File: src/core/brr_pkg.sv
// Constants for the branch record control block.
// Assumes a 200 MHz core clock and retirement events presented one per cycle.
package brr_pkg;
	localparam int ADDR_W = 64;            // Stored address width
	localparam int LIN_W = 48;             // Implemented linear address bits
	localparam int DEPTH = 8;              // Entry storage slots
	localparam int IDX_W = 3;              // Entry index width
	localparam int INFO_W = 64;            // Info register width
	localparam logic [INFO_W-1:0] INFO_DEF_MASK = 64'hf000_0000_0000_ffff; // Defined info bits
	localparam int CTL_W = 32;             // Control register width
	localparam int CTL_EN_BIT = 0;         // Enable bit position
	localparam logic [CTL_W-1:0] CTL_RST = 32'h0000_0000;
	localparam logic [4:0] DEPTH_RST = 5'h08; // Depth after initialisation
	localparam int CFG_EMBED_BIT = 3;      // Sample config embed bit
	localparam int CFG_CNT_LO = 24;        // Sample config count field
	localparam int CFG_CNT_HI = 28;
	localparam int ENTRY_BYTES = 24;       // Bytes per embedded entry
	localparam logic [5:0] FMT_ABSENT = 6'h3f; // Format code with no records
	localparam logic [15:0] SIZE_BASE = 16'h0030; // Sample record base size
	typedef enum logic [2:0] {
		BRR_W_FROM = 3'h0,
		BRR_W_TO = 3'h1,
		BRR_W_INFO = 3'h2,
		BRR_W_LER_FROM = 3'h3,
		BRR_W_LER_TO = 3'h4,
		BRR_W_LER_INFO = 3'h5,
		BRR_W_CTL = 3'h6,
		BRR_W_DEPTH = 3'h7
	} brr_wsel_t;
	// Sign extend from the top implemented linear bit
	function automatic logic [ADDR_W-1:0] brr_canon(input logic [ADDR_W-1:0] a);
		brr_canon = {{(ADDR_W-LIN_W){a[LIN_W-1]}}, a[LIN_W-1:0]};
	endfunction
endpackage

File: src/core/brr_ctrl.sv
// Branch record control: enable handling, entry store, sampling clamp, trace store.
// Assumes all event strobes are single-cycle and synchronous to clk_i.
`timescale 1ns/1ps
`default_nettype none
module brr_ctrl (
	// Clock and reset
	input wire logic clk_i,
	input wire logic resetn_i,
	// Processor events
	input wire logic warm_reset_i,
	input wire logic in_deep_idle_i,
	input wire logic debug_exception_i,
	input wire logic secure_launch_i,
	input wire logic monitor_wait_deep_i,
	input wire logic monitor_wait_clear_i,
	input wire logic sys_mgmt_enter_i,
	input wire logic resume_sys_mgmt_i,
	input wire logic perf_irq_pending_i,
	input wire logic freeze_clear_i,
	input wire logic freeze_on_perf_interrupt_i,
	input wire logic arch_records_i,
	// Retired branch
	input wire logic retire_i,
	input wire logic retire_zero_disp_call_i,
	input wire logic [brr_pkg::ADDR_W-1:0] retire_from_i,
	input wire logic [brr_pkg::ADDR_W-1:0] retire_to_i,
	input wire logic [brr_pkg::INFO_W-1:0] retire_info_i,
	// Register writes and reads
	input wire logic wr_i,
	input wire logic [2:0] wr_sel_i,
	input wire logic [brr_pkg::IDX_W-1:0] wr_idx_i,
	input wire logic [brr_pkg::ADDR_W-1:0] wr_data_i,
	input wire logic dbg_bit0_wr_i,
	input wire logic [brr_pkg::IDX_W-1:0] rd_idx_i,
	// Sample record configuration
	input wire logic [31:0] sample_record_config_i,
	// Register contents
	output logic [brr_pkg::CTL_W-1:0] branch_record_control_o,
	output logic [4:0] branch_record_depth_o,
	output logic branch_record_freeze_o,
	output logic [brr_pkg::ADDR_W-1:0] rd_from_o,
	output logic [brr_pkg::ADDR_W-1:0] rd_to_o,
	output logic [brr_pkg::INFO_W-1:0] rd_info_o,
	output logic [brr_pkg::ADDR_W-1:0] ler_from_o,
	output logic dbg_bit0_o,
	output logic [5:0] record_format_code_o,
	output logic wr_fault_o,
	// Sampled record shape
	output logic sample_embed_o,
	output logic [4:0] sampled_entry_count_o,
	output logic [15:0] sample_size_o,
	// Branch trace store
	output logic trace_valid_o,
	output logic [brr_pkg::ADDR_W-1:0] trace_from_o,
	output logic [brr_pkg::ADDR_W-1:0] trace_to_o
);
	import brr_pkg::*;

	// Architectural state
	logic [CTL_W-1:0] ctl_ff, nxt_ctl;
	logic [4:0] depth_ff, nxt_depth;
	logic frz_ff, nxt_frz;
	logic smm_save_ff, nxt_smm_save; // Enable saved on sys-mgmt entry
	logic [ADDR_W-1:0] from_ff [DEPTH];
	logic [ADDR_W-1:0] to_ff [DEPTH];
	logic [INFO_W-1:0] info_ff [DEPTH];
	logic [ADDR_W-1:0] nxt_from [DEPTH];
	logic [ADDR_W-1:0] nxt_to [DEPTH];
	logic [INFO_W-1:0] nxt_info [DEPTH];
	logic [ADDR_W-1:0] ler_from_ff, nxt_ler_from, ler_to_ff, nxt_ler_to;
	logic [INFO_W-1:0] ler_info_ff, nxt_ler_info;
	logic dbg0_ff, nxt_dbg0;
	// Output staging
	logic [ADDR_W-1:0] rdf_ff, rdt_ff, trf_ff, trt_ff;
	logic [INFO_W-1:0] rdi_ff;
	logic trv_ff, nxt_trv, emb_ff, nxt_emb;
	logic [4:0] cnt_ff, nxt_cnt;
	logic [15:0] size_ff, nxt_size;
	logic [5:0] fmt_ff, nxt_fmt;
	logic [ADDR_W-1:0] nxt_rdf, nxt_rdt, nxt_trf, nxt_trt; // Staged read and trace values
	logic [INFO_W-1:0] nxt_rdi;
	logic dbgo_ff, nxt_dbgo; // Debug bit0 as software reads it
	logic flt_ff; // Write fault flag, never raised
	logic record_ok; // A retired branch is written
	logic init_all;  // Full reinitialisation
	logic [4:0] req_cnt;

	// Retirement qualification
	always_comb begin
		// Disabled, frozen and debug-triggered branches are not captured
		record_ok = retire_i && ctl_ff[CTL_EN_BIT] && !frz_ff && !debug_exception_i
			&& !secure_launch_i && !sys_mgmt_enter_i;
		init_all = !resetn_i || (warm_reset_i && in_deep_idle_i);
		req_cnt = sample_record_config_i[CFG_CNT_HI:CFG_CNT_LO];
	end

	// Control, depth, freeze next state
	always_comb begin
		nxt_ctl = ctl_ff;
		nxt_depth = depth_ff;
		nxt_frz = frz_ff;
		nxt_smm_save = smm_save_ff;
		nxt_dbg0 = dbg0_ff;
		if (wr_i && brr_wsel_t'(wr_sel_i) == BRR_W_CTL) begin
			nxt_ctl = wr_data_i[CTL_W-1:0];
		end
		if (wr_i && brr_wsel_t'(wr_sel_i) == BRR_W_DEPTH) begin
			nxt_depth = wr_data_i[4:0];
		end
		if (dbg_bit0_wr_i) begin
			nxt_dbg0 = wr_data_i[0];
		end
		if (resume_sys_mgmt_i) begin
			nxt_ctl[CTL_EN_BIT] = smm_save_ff;
		end
		if (sys_mgmt_enter_i) begin
			nxt_smm_save = ctl_ff[CTL_EN_BIT];
			nxt_ctl[CTL_EN_BIT] = 1'b0;
		end
		if (debug_exception_i) begin
			nxt_ctl[CTL_EN_BIT] = 1'b0;
		end
		if (secure_launch_i) begin
			nxt_ctl = CTL_RST;
		end
		// Freeze: set wins over clear
		if (freeze_clear_i) begin
			nxt_frz = 1'b0;
		end
		if (freeze_on_perf_interrupt_i && perf_irq_pending_i) begin
			nxt_frz = 1'b1;
		end
		if (warm_reset_i) begin
			nxt_ctl[CTL_EN_BIT] = 1'b0;
		end
		if (init_all) begin
			nxt_ctl = CTL_RST;
			nxt_depth = DEPTH_RST;
			nxt_frz = 1'b0;
			nxt_smm_save = 1'b0;
			nxt_dbg0 = 1'b0;
		end
	end

	always_ff @(posedge clk_i) begin
		ctl_ff <= nxt_ctl;
		depth_ff <= nxt_depth;
		frz_ff <= nxt_frz;
		smm_save_ff <= nxt_smm_save;
		dbg0_ff <= nxt_dbg0;
	end

	// Entry store next state; slot 0 is the newest entry
	always_comb begin
		for (int i = 0; i < DEPTH; i++) begin
			nxt_from[i] = from_ff[i];
			nxt_to[i] = to_ff[i];
			nxt_info[i] = info_ff[i];
		end
		nxt_ler_from = ler_from_ff;
		nxt_ler_to = ler_to_ff;
		nxt_ler_info = ler_info_ff;
		if (record_ok) begin
			for (int i = DEPTH-1; i > 0; i--) begin
				nxt_from[i] = from_ff[i-1];
				nxt_to[i] = to_ff[i-1];
				nxt_info[i] = info_ff[i-1];
			end
			nxt_from[0] = brr_canon(retire_from_i);
			nxt_to[0] = brr_canon(retire_to_i);
			nxt_info[0] = retire_info_i & INFO_DEF_MASK;
		end
		// Software writes never fault
		if (wr_i) begin
			case (brr_wsel_t'(wr_sel_i))
				BRR_W_FROM: nxt_from[wr_idx_i] = brr_canon(wr_data_i);
				BRR_W_TO: nxt_to[wr_idx_i] = brr_canon(wr_data_i);
				BRR_W_INFO: nxt_info[wr_idx_i] = wr_data_i & INFO_DEF_MASK;
				BRR_W_LER_FROM: nxt_ler_from = brr_canon(wr_data_i);
				BRR_W_LER_TO: nxt_ler_to = brr_canon(wr_data_i);
				BRR_W_LER_INFO: nxt_ler_info = wr_data_i & INFO_DEF_MASK;
				default: begin
				end
			endcase
		end
		// Deep idle wait zeroes entries only; shallow idle changes nothing
		if ((monitor_wait_deep_i && monitor_wait_clear_i) || init_all) begin
			for (int i = 0; i < DEPTH; i++) begin
				nxt_from[i] = '0;
				nxt_to[i] = '0;
				nxt_info[i] = '0;
			end
		end
		if (init_all) begin
			nxt_ler_from = '0;
			nxt_ler_to = '0;
			nxt_ler_info = '0;
		end
	end

	always_ff @(posedge clk_i) begin
		for (int i = 0; i < DEPTH; i++) begin
			from_ff[i] <= nxt_from[i];
			to_ff[i] <= nxt_to[i];
			info_ff[i] <= nxt_info[i];
		end
		ler_from_ff <= nxt_ler_from;
		ler_to_ff <= nxt_ler_to;
		ler_info_ff <= nxt_ler_info;
	end

	// Sampled record shape and trace store
	always_comb begin
		nxt_emb = sample_record_config_i[CFG_EMBED_BIT];
		nxt_cnt = (req_cnt > depth_ff) ? depth_ff : req_cnt;
		nxt_size = SIZE_BASE;
		if (nxt_emb) begin
			nxt_size = SIZE_BASE + 16'(nxt_cnt) * 16'(ENTRY_BYTES);
		end
		// Copy newest entry on each retire that is not frozen or a zero-displacement call, even if not recorded
		nxt_trv = retire_i && !frz_ff && !retire_zero_disp_call_i;
		// Trace copies the fresh entry when it is written, else the stored newest one
		nxt_trf = record_ok ? brr_canon(retire_from_i) : from_ff[0];
		nxt_trt = record_ok ? brr_canon(retire_to_i) : to_ff[0];
		// Read port, one cycle behind the index
		nxt_rdf = from_ff[rd_idx_i];
		nxt_rdt = to_ff[rd_idx_i];
		nxt_rdi = info_ff[rd_idx_i];
		// Without model records the format is fixed and bit0 reads zero
		nxt_fmt = arch_records_i ? FMT_ABSENT : 6'h00;
		nxt_dbgo = nxt_dbg0 & ~arch_records_i;
		if (!resetn_i) begin
			nxt_trv = 1'b0;
			nxt_emb = 1'b0;
			nxt_cnt = '0;
			nxt_size = '0;
		end
	end

	always_ff @(posedge clk_i) begin
		trv_ff <= nxt_trv;
		emb_ff <= nxt_emb;
		cnt_ff <= nxt_cnt;
		size_ff <= nxt_size;
		trf_ff <= nxt_trf;
		trt_ff <= nxt_trt;
		rdf_ff <= nxt_rdf;
		rdt_ff <= nxt_rdt;
		rdi_ff <= nxt_rdi;
		fmt_ff <= nxt_fmt;
		dbgo_ff <= nxt_dbgo;
		flt_ff <= 1'b0;
	end

	// Outputs
	assign branch_record_control_o = ctl_ff;
	assign branch_record_depth_o = depth_ff;
	assign branch_record_freeze_o = frz_ff;
	assign rd_from_o = rdf_ff;
	assign rd_to_o = rdt_ff;
	assign rd_info_o = rdi_ff;
	assign ler_from_o = ler_from_ff;
	assign dbg_bit0_o = dbgo_ff;
	assign record_format_code_o = fmt_ff;
	assign wr_fault_o = flt_ff;
	assign sample_embed_o = emb_ff;
	assign sampled_entry_count_o = cnt_ff;
	assign sample_size_o = size_ff;
	assign trace_valid_o = trv_ff;
	assign trace_from_o = trf_ff;
	assign trace_to_o = trt_ff;

	// Checks
	debug_clear_a: assert property (@(posedge clk_i) disable iff (!resetn_i)
		debug_exception_i && !resume_sys_mgmt_i |=> !ctl_ff[CTL_EN_BIT]) else $error("enable kept after debug exception");
	launch_clear_a: assert property (@(posedge clk_i) disable iff (!resetn_i)
		secure_launch_i && !wr_i |=> ctl_ff == CTL_RST) else $error("control not cleared on launch");
	warm_keep_a: assert property (@(posedge clk_i) disable iff (!resetn_i)
		warm_reset_i && !in_deep_idle_i && !wr_i |=> !ctl_ff[CTL_EN_BIT] && depth_ff == $past(depth_ff))
		else $error("warm reset mishandled");
	warm_init_a: assert property (@(posedge clk_i) disable iff (!resetn_i)
		warm_reset_i && in_deep_idle_i |=> depth_ff == DEPTH_RST && from_ff[0] == '0) else $error("warm init incomplete");
	clamp_cnt_a: assert property (@(posedge clk_i) disable iff (!resetn_i)
		sampled_entry_count_o <= depth_ff || $past(depth_ff) != depth_ff) else $error("sample count not clamped");
	freeze_set_a: assert property (@(posedge clk_i) disable iff (!resetn_i)
		freeze_on_perf_interrupt_i && perf_irq_pending_i && !(warm_reset_i && in_deep_idle_i) |=> frz_ff)
		else $error("freeze not set");
	frozen_trace_a: assert property (@(posedge clk_i) disable iff (!resetn_i)
		frz_ff |=> !trace_valid_o) else $error("trace while frozen");
	zero_call_a: assert property (@(posedge clk_i) disable iff (!resetn_i)
		retire_zero_disp_call_i |=> !trace_valid_o) else $error("zero call traced");
	hold_off_a: assert property (@(posedge clk_i) disable iff (!resetn_i)
		!ctl_ff[CTL_EN_BIT] && !wr_i && !monitor_wait_clear_i && !warm_reset_i |=> from_ff[1] == $past(from_ff[1]))
		else $error("entry moved while disabled");
	smm_restore_a: assert property (@(posedge clk_i) disable iff (!resetn_i)
		resume_sys_mgmt_i && !sys_mgmt_enter_i && !debug_exception_i && !warm_reset_i
		&& !secure_launch_i && !wr_i |=> ctl_ff[CTL_EN_BIT] == $past(smm_save_ff))
		else $error("enable not restored");
	trace_copy_a: assert property (@(posedge clk_i) disable iff (!resetn_i)
		retire_i && !frz_ff && !retire_zero_disp_call_i && !record_ok
		|=> trace_valid_o && trace_from_o == $past(from_ff[0])) else $error("trace copy wrong");
	size_base_a: assert property (@(posedge clk_i) disable iff (!resetn_i)
		!sample_record_config_i[CFG_EMBED_BIT] |=> !sample_embed_o && sample_size_o == SIZE_BASE)
		else $error("entries embedded without request");
	cover_record_c: cover property (@(posedge clk_i) record_ok);
	cover_clamp_c: cover property (@(posedge clk_i) req_cnt > depth_ff && sample_record_config_i[CFG_EMBED_BIT]);
	cover_frz_c: cover property (@(posedge clk_i) $rose(frz_ff));
endmodule // brr_ctrl
`default_nettype wire

File: config.mk
export PLATFORM = sky130hd
export DESIGN_NAME = brr_ctrl
export DESIGN_NICKNAME = d
export VERILOG_FILES = /design/src/core/brr_pkg.sv /design/src/core/brr_ctrl.sv
export SDC_FILE = /design/constraint.sdc
export NUM_CORES = 2
export LEC_CHECK = 0
export BUFFER_PORTS_ARGS = -buffer_cell sky130_fd_sc_hd__buf_2
export CORE_MARGIN = 10
export CORE_UTILIZATION = 25
export CTS_CLUSTER_SIZE = 40
export DETAILED_ROUTE_END_ITERATION = 16
export GPL_TIMING_DRIVEN = 0
export PLACE_DENSITY = 0.44
export SYNTH_ARGS = -nofsm -noshare
export SYNTH_HDL_FRONTEND = slang
export SYNTH_SLANG_ARGS = --single-unit
File: constraint.sdc
create_clock -name clk_i -period 3.62 [get_ports clk_i]
set_clock_uncertainty 0.2 [all_clocks]
set_input_delay 0.724 -clock clk_i [delete_from_list [all_inputs] [get_ports clk_i]]
set_output_delay 0.724 -clock clk_i [all_outputs]
set_load 0.05 [all_outputs]
* Yosys cells after proc, flatten, opt, wreduce, memory -nomap -nowiden
Memory sizes are Yosys's and may differ from the RTL's. A register that Yosys moved wholly into a read port is not among the register bits.
Cells that the tools add are included.
Widths: inputs -> output; s select.
** Operators by class
- Add/subtract/negate cells :: 1
- Multiply operators :: 1
- Magnitude comparators :: 3
- Equal/unequal tests :: 5
- Mux-type cells :: 28
- Bitwise gates (word level) :: 3
- Reductions and logical operators :: 28
** Operators by type and width (count)
- $mux 512 :: 12
- $bwmux 512 :: 3
- $demux 64 s3 :: 1
- $mux 64 :: 3
- $logic_and 1x1->1 :: 13
- $mux 6 :: 2
- $add 6x10->11 const A :: 1
- $mul 5x2->7 const B :: 1
- $eq 3x2->1 const B :: 2
- $eq 3x3->1 const B :: 2
- $logic_not 1->1 :: 6
- $mux 1 :: 6
- $gt 5x5->1 :: 1
- $mux 5 :: 1
- $reduce_or 5->1 :: 1
- $ge 4x4->1 const B :: 1
- $lt 4x1->1 const B :: 1
- $not 3->4 :: 1
- $reduce_and 2->1 :: 2
- $reduce_bool 2->1 :: 2
- $eq 3x1->1 const B :: 1
- $logic_not 3->1 :: 1
- $logic_or 1x1->1 :: 2
- $reduce_or 2->1 :: 1
- 2 further kinds :: 2
** Storage, ports and cells
- Register bits :: 241
- Memory bits (writable) :: 1536
- Input bits :: 315
- Output and inout port bits :: 453
- Logic and storage cells :: 88
- Memories kept :: 3
** Memories
- from_ff :: depth 8, bits a word 64, rd ports 9, clocked after Yosys merged registers in 1, wr ports 8, line brr_ctrl.sv:64 : logic [ADDR_W-1:0] from_ff [DEPTH];
- info_ff :: depth 8, bits a word 64, rd ports 9, clocked after Yosys merged registers in 1, wr ports 8, line brr_ctrl.sv:66 : logic [INFO_W-1:0] info_ff [DEPTH];
- to_ff :: depth 8, bits a word 64, rd ports 9, clocked after Yosys merged registers in 1, wr ports 8, line brr_ctrl.sv:65 : logic [ADDR_W-1:0] to_ff [DEPTH];

* Depth between registers and ports, before layout
- Depth in word-level cells :: 10
- Gate-level depth with buffers :: 15
- Mapped depth without buffers :: 15

* Worst setup path after synthesis
OpenSTA, ideal clock, no wires.
- Kind :: flip-flop to flip-flop
- Start :: register depth_ff[2], in the netlist branch_record_depth_o[2]
- End :: register size_ff[8], in the netlist sample_size_o[8]
- Setup time :: 0.121 ns
- Arrival time :: 3.655 ns
- Setup slack :: -0.355 ns
- Cell stages (with the launch flop) :: 15
- Path buffers :: 0
- Clock period less this slack :: 3.975 ns
- Cells stage by stage :: dfxtp_1 -> inv_1 -> ha_1 -> a21oi_1 -> o221ai_1 -> o21ai_1 -> mux2_2 -> ha_1 -> fa_1 -> inv_1 -> ha_1 -> or2_2 -> nor3_1 -> nor2_1 -> mux2_2
** Between the ends
- Cells in the longest elaborated chain, start to end :: 4
** RTL lines
- start, declared :: line brr_ctrl.sv:61 : logic [4:0] depth_ff, nxt_depth;
- start signal, assigned :: line brr_ctrl.sv:147 : depth_ff <= nxt_depth;
- $gt 5x5->1 :: line brr_ctrl.sv:215 : nxt_cnt = (req_cnt > depth_ff) ? depth_ff : req_cnt;
- $mux 5 * :: line brr_ctrl.sv:215
- $mul 5x2->7 * :: line brr_ctrl.sv:218 : nxt_size = SIZE_BASE + 16'(nxt_cnt) * 16'(ENTRY_BYTES);
- $add 6x10->11 * :: line brr_ctrl.sv:218
- end signal, assigned :: line brr_ctrl.sv:244 : size_ff <= nxt_size;
- end, declared :: line brr_ctrl.sv:78 : logic [15:0] size_ff, nxt_size;
Mark *: on every way between the ends. The rest lies on a longest branch, timed or not.
A chain may end at the register's enable or synchronous reset.

==> impl_metrics.py <==
metrics = {
    "placed_design": {
        "port_buffers": 589,
        "dp_hpwl_um": 280000,
        "placed_cells": 13500,
        "routabilityCongestion": 0.874,
    },
    "power": {
        "vdd.ir_drop.worst_mv": 0.366,
        "power_density_nw_per_um2": 481,
        "total_power_mw": 48.9,
        "p_leak_nw": 41.9,
    },
    "sta": {
        "finalCritPeriodShare": 0.989,
        "fmax_ghz": 0.279,
        "holdWs_ns": 0.0192,
        "tightest_slew_ns": 1.52,
        "setup_viol_count_final": 0,
        "setup_tns_ns": 0,
        "maxSlewHeadroom": -0.0135,
        "finalMaxSlewViolations": 18,
        "hold_violations": 0,
        "finalCriticalPeriod_ns": 3.58,
        "rsz0062_at_grt": "true",
    },
    "clocking": {
        "clk_latency_ns": 0.94,
        "cts_made_buffers": 231,
        "cts-root-buf": "clkbuf_16",
        "cts_sinks": 1961,
        "clk_pin_slew_worst_paths_ns": 0.06,
        "cts_tree": "done",
        "cts.path.max_buffers": 4,
        "cts.htree.levels": 4,
    },
    "grt": {
        "use_met3": 0.0321,
        "grt_pass1_vias": 70700,
        "met1_usage": 0.242,
        "grt_max_degree": 19,
        "grt_overflow_total": 0,
        "busiest_layer": "met2",
        "grt_pass1_wl_um": 518000,
        "grtUsageTotal": 0.194,
        "antenna_found_initial": 65,
        "met2_usage": 0.318,
    },
    "floorplan": {
        "io_pins": 768,
        "die_w_um": 598,
        "core_area_sq_um": 333000,
        "initial_core_util": 0.251,
        "die_h_um": 598,
        "std_cell_rows": 212,
        "dieArea_sq_um": 358000,
    },
    "critical_path": {
        "start_kind": "flop",
        "r2r_setup_slack_ns": 0.04,
        "end_kind": "flop",
        "cp_max_fo": 12,
        "path_cells": "nand2b_1 > nor4_4 > buf_2 > buf_4 > mux2i_1 > a211oi_1",
        "critical_path_class": "flop to flop",
        "cp.required_ns": 4.20,
        "cp.arrival_ns": 4.16,
        "slowest_stage": "mux2i_1",
        "max_stage_delay_ns": 0.76,
    },
    "finish": {
        "fin_nets": 9763,
        "instances_no_fill": 14000,
        "drive_above_1_share": 0.192,
        "area_growth_pct": 21.5,
    },
    "run_status": {
        "status": "finished, violations left",
        "violations": "capacitance limit, slew limit",
    },
    "yosys": {
        "synth_fa_ha_area_frac": 0.00203,
        "synth.distinct_cells": 42,
        "synth_compound_area_frac": 0.130,
        "seq_area_frac_synth": 0.469,
        "synth_edf_count": 0,
        "synth-simple-area-share": 0.107,
        "async_flop_share": 0,
        "synth_top_family_by_area": "multiplexers",
        "syn_area_sq_um": 83600,
        "syn_inst": 8467,
        "synth_mux_area_frac": 0.240,
        "ys_warn_count": 0,
        "yosys_most_used_dff": "dfxtp_1",
        "synthXorXnorAreaFrac": 0.000583,
        "yosys_register_bits": 1961,
        "synth_area_per_cell_sq_um": 9.88,
    },
    "routing": {
        "routed_wl_um": 365000,
        "drt-pass1-iter-count": 6,
        "wl_per_cell_um": 26.0,
        "via_per_inst": 4.98,
        "drt-initial-drc-count": 5385,
        "detail-route-antenna-nets": 0,
        "drc": 0,
        "vias": 69900,
    },
    "hold_path": {
        "hp-class": "primary input to flop",
    },
    "flow_run": {
        "maxCapViolCount": 2,
    },
}
worst max-delay path, delay by kind of cell (launching register included):
kind	cells	cell delay, ns
AND/OR/NAND/NOR	2	0.60
multiplexers	1	0.76
AO/OA/AOI/OAI	1	0.18
flip-flops	1	0.56
buffers and inverters	2	1.14
per-stage QoR:
step                      utilization  setup WS (ns)  cell area [sq um]
after floorplan                     -        -0.0606              83800
after global placement          0.276          -1.77              92200
after detailed placement        0.277          -1.06              92300
after CTS                       0.304         0.0127             101000
after global routing            0.305        -0.0515             102000
final                           0.305         0.0394             102000
power by group:
group | switching (mW) | internal (mW) | total, mW
registers | 0.0576 | 21.7 | 21.7
logic | 1.94 | 0.692 | 2.63
clock network | 10.0 | 14.5 | 24.5
total | 12.0 | 36.8 | 48.9
placed cells by master, fill, tap and decap left out, types with 4 or more instances in the layout:
cell type and instances:
dfxtp_1 1957, nand2_1 1287, nor2_1 930, mux2i_1 921
a211oi_1 912, buf_2 774, clkbuf_1 613, a21oi_1 461
mux4_2 384, a31oi_1 238, clkbuf_16 232, mux2_2 195
inv_1 137, dlygate4sd3_1 125, buf_1 74, clkbuf_8 52
buf_4 51, and2_1 49, clkinv_2 42, clkbuf_2 24
bufinv_16 23, diode_2 22, o21ai_2 16, nand3_1 13
conb_1 9, ha_1 7, nand2b_1 6, nor2b_1 6
ha_4 5, inv_2 4, and3_1 4, a21o_1 4
inv_6 4, clkinv_4 4, clkinvlp_4 4
logic make-up (layout without fill, tap and decap cells):
family | Yosys count | in the layout
compound gates | 1639 | 1639
xor+xnor | 4 | 4
fa+ha+maj | 13 | 13
buf+inv | 1032 | 2178
flops | 1961 | 1961
mux | 1503 | 1503
other cells | 1 | 31
simple gates | 2314 | 2314
registers in the layout (all words and copies together) (netlist names):
name / count
sampled_entry_count_o: 5
sample_size_o: 8
sample_embed_o: 1
trace_valid_o: 1
rd_to_o: 64
rd_from_o: 64
dbg_bit0_o: 1
branch_record_control_o: 32
ler_from_o: 48
rd_info_o: 64
trace_to_o: 64
trace_from_o: 64
branch_record_depth_o: 5
info_ff: 512
branch_record_freeze_o: 1
record_format_code_o: 1
to_ff: 512
dbg0_ff: 1
smm_save_ff: 1
from_ff: 512
area by class of cell:
cell class                      instances  area, sq um
Buffer                                891         3780
Multi-Input combinational cell       5482        40300
Clock inverter                         85         1180
Sequential cell                      1961        39300
Tap cell                             4387         5490
Antenna cell                           22         55.1
Inverter                              141          529
Fill cell                           34600       232000
Clock buffer                          334         6710
Timing Repair Buffer                  727         4370
what timing repair did:
action | in CTS | in global routing
pin swaps | 1 | 4
resized for setup | 8 | 24
endpoints found under the setup margin | 29 | 37
buffers inserted | 1 | 6
hold buffers | 125 | 0
hold endpoints to repair | 210 | 0
synth_stat cells (4+ instances only):
cell / n / area [sq um]
mux4_2: 384 / 8650
clkbuf_1: 586 / 2200
buf_4: 44 / 330
inv_1: 141 / 529
and3_1: 4 / 25.0
nor2b_1: 6 / 37.5
nand3_1: 13 / 65.1
ha_1: 12 / 150
mux2_2: 196 / 2210
a21oi_1: 464 / 2320
mux2i_1: 923 / 9240
a31oi_1: 238 / 1490
a21o_1: 4 / 30.0
or2_2: 4 / 25.0
buf_1: 76 / 285
buf_2: 182 / 911
nand2_1: 1287 / 4830
dfxtp_1: 1961 / 39300
a211oi_1: 912 / 6850
o21ai_2: 16 / 140
nor2_1: 930 / 3490
and2_1: 49 / 307
nand2b_1: 6 / 37.5
final timing paths:
kind                              start        endpoint  cells after the start
max          branch_record_control_o[0]  from_ff[0][46]                      6
min                      retire_to_i[1]   trace_to_o[1]                      3
max reg2reg  branch_record_control_o[0]  from_ff[0][46]                      6
min reg2reg              info_ff[7][19]  info_ff[7][19]                      2
routing by layer:
layer,part of all wire,routed length [um]
met5,0.00055,202
met4,0.067,24300
met3,0.059,21700
met2,0.47,170000
met1,0.41,149000
Power figures use the tool's default switching activity.
